[src/scru_regs.svh]
`ifndef SCRU_REGS_SVH
`define SCRU_REGS_SVH
// Core clock rate and derived settle time
`define SCRU_CLK_MHZ        200
`define SCRU_SETTLE_NS      1000
`define SCRU_SETTLE_CYC     ((`SCRU_SETTLE_NS * `SCRU_CLK_MHZ + 999) / 1000)
// Crystal edges seen before the synthesizer counts as locked
`define SCRU_LOCK_EDGES     1024
`define SCRU_LOCK_W         11
// Phase accumulator width and fixed increments (inc = 2*f/200MHz * 2^16)
`define SCRU_NCO_W          16
`define SCRU_INC_PERIPH     16'h3D71
`define SCRU_INC_GFX        16'hCCCD
`define SCRU_INC_LBUS       16'h547B
`define SCRU_INC_HOST_MIN   16'h4000
`define SCRU_INC_HOST_MAX   16'hC000
// Synthesizer channel indices
`define SCRU_NUM_CLK        5
`define SCRU_IDX_HOST       0
`define SCRU_IDX_PERIPH     1
`define SCRU_IDX_GFX        2
`define SCRU_IDX_DOT        3
`define SCRU_IDX_LBUS       4
// Strap capture layout
`define SCRU_STRAP_W        41
`define SCRU_STRAP_GFX_EXT  24
`define SCRU_STRAP_DOT_EXT  25
// Expansion bus divider
`define SCRU_EXP_DIV        4
`define SCRU_EXP_CNT_W      8
// Pin synchroniser lanes
`define SCRU_PIN_W          5
`define SCRU_PIN_PG         0
`define SCRU_PIN_XTAL       1
`define SCRU_PIN_LBUS       2
`define SCRU_PIN_GFX        3
`define SCRU_PIN_DOT        4
`endif

[src/scru_pkg.sv]
package scru_pkg;
  typedef enum logic [4:0] {
    ST_OFF     = 5'h01,
    ST_CAPTURE = 5'h02,
    ST_LOCK    = 5'h04,
    ST_SETTLE  = 5'h08,
    ST_RUN     = 5'h10
  } scru_state_t;
  typedef struct packed {
    logic lbus;
    logic dot;
    logic gfx;
    logic periph;
    logic host;
  } scru_clk_vec_t;
endpackage

[src/scru_top.sv]
// Function
// - Power-good input synchronised, active high
// - Hard reset starts on power-good rise
// - Drive board reset output to system
// - Crystal reference feeds the frequency synthesizer
// - Host clock programmable 25 to 75 MHz
// - Host transactions timed by host clock
// - Host clock generated internally, driven out
// - Graphics engine timed by 80 MHz clock
// - Strap bit turns graphics clock pin input
// - Buffered crystal clock output for expansion bus
// - Dot clock internal or external, strap selectable
// - Expansion clock divided; companion at double rate
// - Memory data 40:0 latched into straps
`timescale 1ns/1ps
`default_nettype none
`include "scru_regs.svh"
module scru_top
  import scru_pkg::*;
#(
  parameter int LOCK_EDGES = `SCRU_LOCK_EDGES,
  parameter int EXP_DIV    = `SCRU_EXP_DIV
) (
  input  wire logic                      REF_CLK_I,
  input  wire logic                      ARST_N_I,
  input  wire logic                      POWER_GOOD_RESET_IN_I,
  input  wire logic                      CRYSTAL_IN_I,
  input  wire logic                      CRYSTAL_OUT_OSC_IN_I,
  output logic                           CRYSTAL_OUT_OSC_IN_O,
  output logic                           CRYSTAL_OUT_OSC_IN_OE_O,
  input  wire logic [`SCRU_NCO_W-1:0]    HOST_INC_I,
  input  wire logic [`SCRU_NCO_W-1:0]    DOT_INC_I,
  input  wire logic                      DOT_EXT_SEL_I,
  input  wire logic                      EXP_SRC_LBUS_I,
  input  wire logic [`SCRU_STRAP_W-1:0]  MEM_DATA_I,
  input  wire logic                      LOCAL_BUS_CLOCK_IN_I,
  input  wire logic                      GRAPHICS_DOUBLE_CLOCK_I,
  output logic                           GRAPHICS_DOUBLE_CLOCK_O,
  output logic                           GRAPHICS_DOUBLE_CLOCK_OE_O,
  input  wire logic                      PIXEL_DOT_CLOCK_I,
  output logic                           PIXEL_DOT_CLOCK_O,
  output logic                           PIXEL_DOT_CLOCK_OE_O,
  output logic                           HOST_CLOCK_O,
  output logic                           HOST_TICK_O,
  output logic                           GFX_TICK_O,
  output logic                           DOT_TICK_O,
  output logic                           PERIPHERAL_24M_CLOCK_O,
  output logic                           LOCAL_BUS_CLOCK_OUT_O,
  output logic                           BUFFERED_CRYSTAL_CLOCK_O,
  output logic                           EXPANSION_BUS_CLOCK_O,
  output logic                           EXPANSION_BUS_CLOCK_X2_O,
  output logic                           BOARD_RESET_OUT_N_O,
  output logic [`SCRU_STRAP_W-1:0]       STRAP_O
);
  localparam int SETTLE_CYC = `SCRU_SETTLE_CYC;

  logic [`SCRU_PIN_W-1:0]   pin_raw;
  logic [`SCRU_PIN_W-1:0]   pin_s1_ff;
  logic [`SCRU_PIN_W-1:0]   pin_s2_ff;
  logic [`SCRU_PIN_W-1:0]   pin_s3_ff;
  logic [`SCRU_PIN_W-1:0]   pin_filt_ff;
  logic [`SCRU_PIN_W-1:0]   pin_prev_ff;
  logic [`SCRU_PIN_W-1:0]   pin_rise;
  logic [`SCRU_STRAP_W-1:0] md_s1_ff;
  logic [`SCRU_STRAP_W-1:0] md_s2_ff;
  logic [`SCRU_STRAP_W-1:0] md_s3_ff;
  logic [`SCRU_STRAP_W-1:0] strap_ff;
  logic [`SCRU_LOCK_W-1:0]  lock_cnt_ff;
  logic                     locked_ff;
  logic [15:0]              settle_cnt_ff;
  scru_state_t              state_ff;
  logic [`SCRU_NCO_W-1:0]   host_inc;
  logic [`SCRU_NCO_W-1:0]   inc_arr [`SCRU_NUM_CLK];
  scru_clk_vec_t            nco_clk;
  scru_clk_vec_t            nco_rise;
  logic                     gfx_ext;
  logic                     dot_ext;
  logic                     exp_src_rise;
  logic [`SCRU_EXP_CNT_W-1:0] exp_cnt_ff;

  // Pin lanes that cross into the core clock
  assign pin_raw = {PIXEL_DOT_CLOCK_I, GRAPHICS_DOUBLE_CLOCK_I,
                    LOCAL_BUS_CLOCK_IN_I, CRYSTAL_OUT_OSC_IN_I,
                    POWER_GOOD_RESET_IN_I};

  // Three-stage synchroniser; first stage feeds only the second
  always_ff @(posedge REF_CLK_I or negedge ARST_N_I)
  begin
    if (!ARST_N_I)
    begin
      pin_s1_ff <= '0;
      pin_s2_ff <= '0;
      pin_s3_ff <= '0;
      md_s1_ff  <= '0;
      md_s2_ff  <= '0;
      md_s3_ff  <= '0;
    end
    else
    begin
      pin_s1_ff <= pin_raw;
      pin_s2_ff <= pin_s1_ff;
      pin_s3_ff <= pin_s2_ff;
      md_s1_ff  <= MEM_DATA_I;
      md_s2_ff  <= md_s1_ff;
      md_s3_ff  <= md_s2_ff;
    end
  end

  // Level accepted only once stages two and three agree
  always_ff @(posedge REF_CLK_I or negedge ARST_N_I)
  begin
    if (!ARST_N_I)
    begin
      pin_filt_ff <= '0;
      pin_prev_ff <= '0;
    end
    else
    begin
      pin_filt_ff <= (~(pin_s2_ff ^ pin_s3_ff) & pin_s3_ff) |
                     ((pin_s2_ff ^ pin_s3_ff) & pin_filt_ff);
      pin_prev_ff <= pin_filt_ff;
    end
  end

  assign pin_rise = pin_filt_ff & ~pin_prev_ff;

  // Crystal amplifier stays on; an external oscillator has to overdrive the pin
  always_ff @(posedge REF_CLK_I or negedge ARST_N_I)
  begin
    if (!ARST_N_I)
    begin
      CRYSTAL_OUT_OSC_IN_O    <= 1'b0;
      CRYSTAL_OUT_OSC_IN_OE_O <= 1'b0;
    end
    else
    begin
      CRYSTAL_OUT_OSC_IN_O    <= ~CRYSTAL_IN_I;
      CRYSTAL_OUT_OSC_IN_OE_O <= 1'b1;
    end
  end

  // Reference lock: count crystal edges before running the synthesizer
  always_ff @(posedge REF_CLK_I or negedge ARST_N_I)
  begin
    if (!ARST_N_I)
    begin
      lock_cnt_ff <= '0;
      locked_ff   <= 1'b0;
    end
    else if (!pin_filt_ff[`SCRU_PIN_PG])
    begin
      lock_cnt_ff <= '0; // Fresh lock per hard reset, so a dead crystal holds reset
      locked_ff   <= 1'b0;
    end
    else if (!locked_ff && pin_rise[`SCRU_PIN_XTAL])
    begin
      lock_cnt_ff <= lock_cnt_ff + 1'b1;
      if (lock_cnt_ff == `SCRU_LOCK_W'(LOCK_EDGES - 1))
        locked_ff <= 1'b1;
    end
  end

  // Host rate clamped into its legal span
  always_comb
  begin
    host_inc = HOST_INC_I;
    if (HOST_INC_I < `SCRU_INC_HOST_MIN)
      host_inc = `SCRU_INC_HOST_MIN;
    else if (HOST_INC_I > `SCRU_INC_HOST_MAX)
      host_inc = `SCRU_INC_HOST_MAX;
  end

  assign inc_arr[`SCRU_IDX_HOST]   = host_inc;
  assign inc_arr[`SCRU_IDX_PERIPH] = `SCRU_INC_PERIPH;
  assign inc_arr[`SCRU_IDX_GFX]    = `SCRU_INC_GFX;
  assign inc_arr[`SCRU_IDX_DOT]    = DOT_INC_I;
  assign inc_arr[`SCRU_IDX_LBUS]   = `SCRU_INC_LBUS;

  // One synthesizer channel per clock, all from the locked reference
  for (genvar g = 0; g < `SCRU_NUM_CLK; g++)
  begin : g_nco
    scru_nco #(.W(`SCRU_NCO_W)) u_nco (
      .clk_i   (REF_CLK_I),
      .rst_n_i (ARST_N_I),
      .run_i   (locked_ff),
      .inc_i   (inc_arr[g]),
      .clk_o   (nco_clk[g]),
      .rise_o  (nco_rise[g])
    );
  end

  assign gfx_ext = strap_ff[`SCRU_STRAP_GFX_EXT];
  assign dot_ext = strap_ff[`SCRU_STRAP_DOT_EXT] | DOT_EXT_SEL_I;

  // Clock pins and enables; externally sourced clocks arrive via the filter
  always_ff @(posedge REF_CLK_I or negedge ARST_N_I)
  begin
    if (!ARST_N_I)
    begin
      HOST_CLOCK_O               <= 1'b0;
      HOST_TICK_O                <= 1'b0;
      GRAPHICS_DOUBLE_CLOCK_O    <= 1'b0;
      GRAPHICS_DOUBLE_CLOCK_OE_O <= 1'b0;
      GFX_TICK_O                 <= 1'b0;
      PIXEL_DOT_CLOCK_O          <= 1'b0;
      PIXEL_DOT_CLOCK_OE_O       <= 1'b0;
      DOT_TICK_O                 <= 1'b0;
      PERIPHERAL_24M_CLOCK_O     <= 1'b0;
      LOCAL_BUS_CLOCK_OUT_O      <= 1'b0;
      BUFFERED_CRYSTAL_CLOCK_O   <= 1'b0;
    end
    else
    begin
      HOST_CLOCK_O               <= nco_clk.host;
      HOST_TICK_O                <= nco_rise.host;
      GRAPHICS_DOUBLE_CLOCK_O    <= nco_clk.gfx;
      GRAPHICS_DOUBLE_CLOCK_OE_O <= ~gfx_ext;
      GFX_TICK_O                 <= gfx_ext ? pin_rise[`SCRU_PIN_GFX]
                                            : nco_rise.gfx;
      PIXEL_DOT_CLOCK_O          <= nco_clk.dot;
      PIXEL_DOT_CLOCK_OE_O       <= ~dot_ext;
      DOT_TICK_O                 <= dot_ext ? pin_rise[`SCRU_PIN_DOT]
                                            : nco_rise.dot;
      PERIPHERAL_24M_CLOCK_O     <= nco_clk.periph;
      LOCAL_BUS_CLOCK_OUT_O      <= nco_clk.lbus;
      BUFFERED_CRYSTAL_CLOCK_O   <= pin_filt_ff[`SCRU_PIN_XTAL];
    end
  end

  // Expansion divider source: local bus input loop or crystal
  assign exp_src_rise = EXP_SRC_LBUS_I ? pin_rise[`SCRU_PIN_LBUS]
                                       : pin_rise[`SCRU_PIN_XTAL];

  // Double-rate output toggles every EXP_DIV source edges, base on its rise
  always_ff @(posedge REF_CLK_I or negedge ARST_N_I)
  begin
    if (!ARST_N_I)
    begin
      exp_cnt_ff               <= '0;
      EXPANSION_BUS_CLOCK_X2_O <= 1'b0;
      EXPANSION_BUS_CLOCK_O    <= 1'b0;
    end
    else if (exp_src_rise)
    begin
      if (exp_cnt_ff == `SCRU_EXP_CNT_W'(EXP_DIV - 1))
      begin
        exp_cnt_ff               <= '0;
        EXPANSION_BUS_CLOCK_X2_O <= ~EXPANSION_BUS_CLOCK_X2_O;
        if (!EXPANSION_BUS_CLOCK_X2_O)
          EXPANSION_BUS_CLOCK_O <= ~EXPANSION_BUS_CLOCK_O;
      end
      else
        exp_cnt_ff <= exp_cnt_ff + 1'b1;
    end
  end

  // Hard reset sequencer; power-good low overrides everything
  always_ff @(posedge REF_CLK_I or negedge ARST_N_I)
  begin
    if (!ARST_N_I)
    begin
      state_ff            <= ST_OFF;
      settle_cnt_ff       <= '0;
      BOARD_RESET_OUT_N_O <= 1'b0;
    end
    else if (!pin_filt_ff[`SCRU_PIN_PG])
    begin
      state_ff            <= ST_OFF;
      settle_cnt_ff       <= '0;
      BOARD_RESET_OUT_N_O <= 1'b0;
    end
    else
    begin
      case (state_ff)
        ST_OFF:
          if (pin_rise[`SCRU_PIN_PG])
            state_ff <= ST_CAPTURE;
        ST_CAPTURE:
          state_ff <= ST_LOCK;
        ST_LOCK:
          if (locked_ff)
            state_ff <= ST_SETTLE;
        ST_SETTLE:
        begin
          // Release only on a host edge so board logic sees a clean boundary
          if (settle_cnt_ff < 16'(SETTLE_CYC))
            settle_cnt_ff <= settle_cnt_ff + 1'b1;
          else if (nco_rise.host)
          begin
            state_ff            <= ST_RUN;
            BOARD_RESET_OUT_N_O <= 1'b1;
          end
        end
        ST_RUN:
          state_ff <= ST_RUN;
        default:
          state_ff <= ST_OFF;
      endcase
    end
  end

  // Strap capture at the power-good rise; held until the next one
  always_ff @(posedge REF_CLK_I or negedge ARST_N_I)
  begin
    if (!ARST_N_I)
      strap_ff <= '0;
    else if (state_ff == ST_CAPTURE)
      strap_ff <= md_s3_ff;
  end

  assign STRAP_O = strap_ff;
endmodule
`default_nettype wire

[src/scru_nco.sv]
`timescale 1ns/1ps
`default_nettype none
`include "scru_regs.svh"
module scru_nco #(
  parameter int W = `SCRU_NCO_W
) (
  input  wire logic         clk_i,
  input  wire logic         rst_n_i,
  input  wire logic         run_i,
  input  wire logic [W-1:0] inc_i,
  output var  logic         clk_o,
  output var  logic         rise_o
);
  logic [W-1:0] acc_ff;
  logic [W:0]   sum;

  // Carry out of the accumulator marks each half period
  assign sum = {1'b0, acc_ff} + {1'b0, inc_i};

  // Accumulator; stopped while the reference is not locked
  always_ff @(posedge clk_i or negedge rst_n_i)
  begin
    if (!rst_n_i)
      acc_ff <= '0;
    else if (run_i)
      acc_ff <= sum[W-1:0];
  end

  // Output toggles on carry, rise flagged in the same cycle
  always_ff @(posedge clk_i or negedge rst_n_i)
  begin
    if (!rst_n_i)
    begin
      clk_o  <= 1'b0;
      rise_o <= 1'b0;
    end
    else
    begin
      rise_o <= run_i & sum[W] & ~clk_o;
      if (run_i && sum[W])
        clk_o <= ~clk_o;
    end
  end
endmodule
`default_nettype wire

[config.mk]
export PLATFORM = sky130hd
export DESIGN_NAME = scru_top
export DESIGN_NICKNAME = d
export VERILOG_FILES = /design/src/scru_pkg.sv /design/src/scru_top.sv /design/src/scru_nco.sv
export VERILOG_INCLUDE_DIRS = /design/src
export SDC_FILE = /design/constraint.sdc
export NUM_CORES = 1
export LEC_CHECK = 0
export BUFFER_PORTS_ARGS = -buffer_cell sky130_fd_sc_hd__buf_4
export CORE_MARGIN = 2
export CORE_UTILIZATION = 53
export DETAILED_ROUTE_END_ITERATION = 6
export PLACE_DENSITY = 0.72
export SLEW_MARGIN = 20
export SYNTH_ARGS = -nofsm -noshare
export SYNTH_HDL_FRONTEND = slang
export SYNTH_HIERARCHICAL = 1
export SYNTH_SLANG_ARGS = --single-unit
[constraint.sdc]
create_clock -name REF_CLK_I -period 5.2 [get_ports REF_CLK_I]
set_input_delay 0.26 -clock REF_CLK_I [delete_from_list [all_inputs] [get_ports REF_CLK_I]]
set_output_delay 0.26 -clock REF_CLK_I [all_outputs]
set_load 0.01 [all_outputs]
# ---- Word level (Yosys, flattened, before mapping)
# Index checks and enable logic that the tools add are counted.
dict set report op_classes {
  addsub 8
  magnitude_cmp 3
  n_eq_ne 17
  mux 24
  bitwise 24
  reduce_logical 13
}
# op count
set op_table {}
lappend op_table {{$mux W16} 5}
lappend op_table {{$add A16 B16 Y17} 2}
lappend op_table {{$mux W5} 5}
lappend op_table {{$pmux W5 S5} 1}
lappend op_table {{$mux W11} 2}
lappend op_table {{$add A16 B14 Y17 const B} 1}
lappend op_table {{$add A16 B15 Y17 const B} 1}
lappend op_table {{$add A16 B16 Y17 const B} 1}
lappend op_table {{$add A16 B1 Y16 const B} 1}
lappend op_table {{$gt A16 B16 Y1 const B} 1}
lappend op_table {{$lt A16 B15 Y1 const B} 1}
lappend op_table {{$lt A16 B8 Y1 const B} 1}
lappend op_table {{$and A5 B5 Y5} 3}
lappend op_table {{$add A11 B1 Y11 const B} 1}
lappend op_table {{$eq A11 B10 Y1 const B} 1}
lappend op_table {{$mux W1} 10}
lappend op_table {{$ne A2 B1 Y1 const B} 5}
lappend op_table {{$not A1 Y1} 10}
lappend op_table {{$not A5 Y5} 2}
lappend op_table {{$ne A3 B3 Y1 const B} 3}
lappend op_table {{$add A8 B1 Y8 const B} 1}
lappend op_table {{$eq A8 B2 Y1 const B} 1}
lappend op_table {{$mux W8} 1}
lappend op_table {{$and A1 B1 Y1} 6}
lappend op_table {{15 further kinds} 23}
dict set report word_totals {
  reg_bits 334
  input_bits 83
  out_inout_bits 57
}

# ---- Longest topological paths before layout
dict set report depth {
  depth_word 6
  ltp_mapped 12
  mapped_depth_nobuf 11
}

# ---- Hierarchy
# The synthesis kept the hierarchy.
# module instances cells_per_inst area_each_um2 seq_area_each_um2
set modules_own_cells {}
lappend modules_own_cells {scru_top 1 484 7913.8 6132.1}
lappend modules_own_cells {{scru_nco at g_nco[0].u_nco ...} 4 169 1535.2 450.4}
lappend modules_own_cells {{scru_nco at g_nco[1].u_nco} 1 169 1525.2 450.4}

# ---- Worst setup path before layout
# OpenSTA, ideal clock, no wires.
dict set report synth_timing {
  path_kind {input to register}
  startpoint {input port HOST_INC_I[9]}
  endpoint {register g_nco[0].u_nco.acc_ff[13]}
  arrival_ns 2.652
  t_required_ns 5.080
  slack_ns 2.428
  stages 12
  n_path_buf 2
  path_cell_list {nor4_1 -> a41oi_1 -> a21oi_1 -> clkbuf_1 -> and2_1 -> ha_1 -> clkbuf_8 -> a21o_1 -> o21ba_2 -> o21ai_0 -> or3_1 -> a31o_2}
}
dict set report synth_between {
  elab_chain_cells 4
  elab_cells_between_ends 5
}
# element line
set synth_rtl {}
lappend synth_rtl {{from (decl)} scru_top.sv:31} ;# input wire logic [`SCRU_NCO_W-1:0] HOST_INC_I,
lappend synth_rtl {{$gt A16 B16 Y1 (no source line)} --}
lappend synth_rtl {{$mux W16} scru_top.sv:169} ;# else if (HOST_INC_I > `SCRU_INC_HOST_MAX)
lappend synth_rtl {{$mux W16 *} scru_top.sv:167} ;# if (HOST_INC_I < `SCRU_INC_HOST_MIN)
lappend synth_rtl {{named net host_inc[12]} scru_top.sv:72} ;# logic [`SCRU_NCO_W-1:0] host_inc;
lappend synth_rtl {{$add A16 B16 Y17 *} scru_nco.sv:18} ;# assign sum = {1'b0, acc_ff} + {1'b0, inc_i};
lappend synth_rtl {{to (signal assigned)} scru_nco.sv:26} ;# acc_ff <= sum[W-1:0];
lappend synth_rtl {{to (decl)} scru_nco.sv:14} ;# logic [W-1:0] acc_ff;
# The timed path passes the listed nets; every way through them passes the cells marked *.
# A chain may end at the register's enable or synchronous reset.

# ---- Final worst setup path
dict set report layout_timing {
  startpoint {input port HOST_INC_I[9]}
  endpoint {register g_nco[0].u_nco.acc_ff[10]}
}
# Same word-level chain as after synthesis.

==> results.md <==
* Fmax achieved at 313 MHz
* Post-CTS Setup Bufs at 0
* Hold crit path type: in2reg
* Max-cap violations at 0
* Crit end category: flop
* CP cell instances: buf_4, nor4_1, a41oi_1, a21oi_1, and2_1, ha_1, fa_1, a211oi_2, nor4b_2, o211ai_1, and3_1, o31ai_1
* Mean Syn Cell Area at 11.7 sq um
* Register area at 8340 sq um
* Residual DRC at 0
* Pre-antenna DRT Iters at 5
* Hold_buf cts at 49
* Pins Over Slew Limit at 0
* TritonCTS clock tree: built
* Worst reg-to-reg path cell count at 4
* Fin nets at 1,738
* Area delta synth->final at 20.9%
* Layout cells sized above 1 at 21.0%
* Slowest cell on the critical path: a21oi_1
* Post-DP HPWL at 20.8 mm
* Startpoint types: primary input
* Final hold viol count at 0
* R2R Setup Slk at 2600 ps
* Worst-case clock buffer depth at 3
* Die Span Y at 175 microns
* CORE AREA at 28,800 sq um
* IR drop worst, VDD at 0.285 mV
* GPL Wtd Cong at 0.853
* Antenna-violating nets left at 0
* DR iter-0 viols at 767
* Multi-input logic area at 7000 sq um
* Post-route minimum period at 3200 ps
* Chip Width at 175 microns
* Hold Startpoint: DOT_INC_I[0]
* Largest net degree at the start of global routing at 147
* Via total after detailed routing at 10,900
* Setup TNS at 0 ps
* CTS resizes at 0
* GRT Total Usage at 21.0%
* Worst R2R End: g_nco[3].u_nco/acc_ff[15]$_DFFE_PN0P_
* Cells after Synth at 1,325
* Fill cells at 2,167
* Worst R2R Start: locked_ff$_DFFE_PN0P_
* Data required time at the worst endpoint at 5620 ps
* Min-Delay Endpoint: g_nco[3].u_nco/acc_ff[0]$_DFFE_PN0P_
* Initial Utilization at 53.9%
* Port Buffers at 139
* Critical Path AT at 3610 ps
* Leak at 8.58 nW
* Worst Skew at 17.7 ps
* Kind of critical path: in2reg
* Clk_lat worst skew at 520 ps
* First-pass GRT wire length at 53.6 mm
* Top Ports at 140
* Die footprint at 30,700 sq um
* Yosys warnings at 6
* Pwr dens at 358 nW/um^2
* Total clock sinks at 333
* Hold path cells at 3
* Worst-path clk slew at 60 ps
* Worst hold slack at 113 ps
* Via/cell ratio at 5.50
* WL/cell at 16.0 microns
* Clock root cell: clkbuf_16
* RSZ-0062 raised after global routing: no
* Std cell rows at 62
* H-tree lvl count at 2
* Outcome: complete, no violations
* Finish-stage setup viols at 0
* Critical-path maximum fanout at 14
* Synthesized cell area at 15,500 sq um
* Worst Max-Slew Pin Slew at 956 ps
* Max_slew headroom at 36.3%
* Inserted Clock Buffers at 36
* Antenna violations before repair at 0
* CP peak stage delay at 670 ps
* Congestion Overflow GR at 0
* Ant. Diodes at 0
* Vias in the first global route at 10,900
* Fin crit share at 61.5%
* Post-Route WL at 31.7 mm
[layout by cell type (no fill, tap or decap), drive strengths merged, types with 6 or more instances in the layout]
| cell | instances |
|---|---|
| a211oi | 26 |
| a21o | 20 |
| a21oi | 88 |
| a22o | 9 |
| a22oi | 9 |
| and2 | 25 |
| and3 | 13 |
| and4 | 6 |
| buf | 144 |
| clkbuf | 49 |
| clkinv | 9 |
| conb | 52 |
| dfrtp | 332 |
| dlygate4sd3 | 49 |
| ha | 83 |
| inv | 24 |
| mux2 | 72 |
| nand2 | 105 |
| nand2b | 9 |
| nand3 | 31 |
| nand4 | 21 |
| nor2 | 89 |
| nor2b | 12 |
| nor3 | 19 |
| nor4 | 8 |
| nor4b | 8 |
| o211ai | 19 |
| o21a | 7 |
| o21ai | 58 |
| o21bai | 6 |
| o311ai | 20 |
| o31ai | 10 |
| or3 | 18 |
| xnor2 | 31 |
| xor2 | 18 |
[where the power goes]
group          internal, W  leakage, nW  switching, W  total (W)
combinational     0.000536         3.89      0.000487    0.00102
sequential         0.00285         4.09      0.000169    0.00302
clock              0.00164        0.600       0.00103    0.00267
[state kept, by name (all words and copies together), names as in the netlist, 8 cells and up, named ones only]
register,cells
g_nco.u_nco/acc_ff,80
lock_cnt_ff,11
STRAP_O,41
md_s3_ff,41
md_s2_ff,41
md_s1_ff,41
settle_cnt_ff,16
exp_cnt_ff,8
[how the worst max path moves through the flow]
stage | cells past startpoint | endpoint | startpoint
5_1_grt | 12 | g_nco[0].u_nco/acc_ff[10]$_DFFE_PN0P_ | HOST_INC_I[9]
3_3_place_gp | 12 | g_nco[0].u_nco/acc_ff[10]$_DFFE_PN0P_ | HOST_INC_I[9]
2_1_floorplan | 12 | g_nco[0].u_nco/acc_ff[13]$_DFFE_PN0P_ | HOST_INC_I[9]
6_report | 12 | g_nco[0].u_nco/acc_ff[10]$_DFFE_PN0P_ | HOST_INC_I[9]
4_1_cts | 12 | g_nco[0].u_nco/acc_ff[10]$_DFFE_PN0P_ | HOST_INC_I[9]
3_5_place_dp | 12 | g_nco[0].u_nco/acc_ff[10]$_DFFE_PN0P_ | HOST_INC_I[9]
[worst max-delay path, delay by kind of cell]
kind	cells	cell delay (ps)
AOI/OAI and AO/OA	5	1350
adders and majority gates	2	450
buffers and inverters	1	110
and+or+nand+nor	4	1430
[final cells by class]
| type | count | share of cell area, % |
|---|---|---|
| multi-input combinational | 977 | 37.3 |
| tap | 384 | 2.56 |
| inverter | 26 | 0.520 |
| clock buffer | 49 | 5.44 |
| sequential | 333 | 44.4 |
| timing repair buffer | 193 | 8.48 |
| clock inverter | 16 | 1.23 |
[metrics by stage]
step / std cells / setup slack (ps) / total power (W) / utilization (%) / cell area [sq um]
global route: 1978 / 1730 / 0.00703 / 65.2 / 18800
global placement: 1864 / 1600 / 0.00401 / 59.1 / 17000
detailed placement: 1864 / 1500 / 0.00406 / 59.1 / 17000
floorplan: 1375 / 2430 / 0.00354 / - / 15700
finish: 1978 / 2000 / 0.00671 / 65.2 / 18800
CTS: 1978 / 2040 / 0.00677 / 65.2 / 18800
[per-layer routing]
| metal | wire [microns] | vias up | share of wire (%) | global-route usage (%) |
|---|---|---|---|---|
| met1 | 14300 | 5319 | 45 | 28.9 |
| met4 | 480 | 0 | 1.5 | 4.86 |
| li1 | - | 5323 | - | - |
| met5 | 0 | - | 0 | 0 |
| met3 | 1340 | 43 | 4.2 | 3.44 |
| met2 | 15500 | 203 | 49 | 35.1 |
Power figures use the tool's default switching activity.
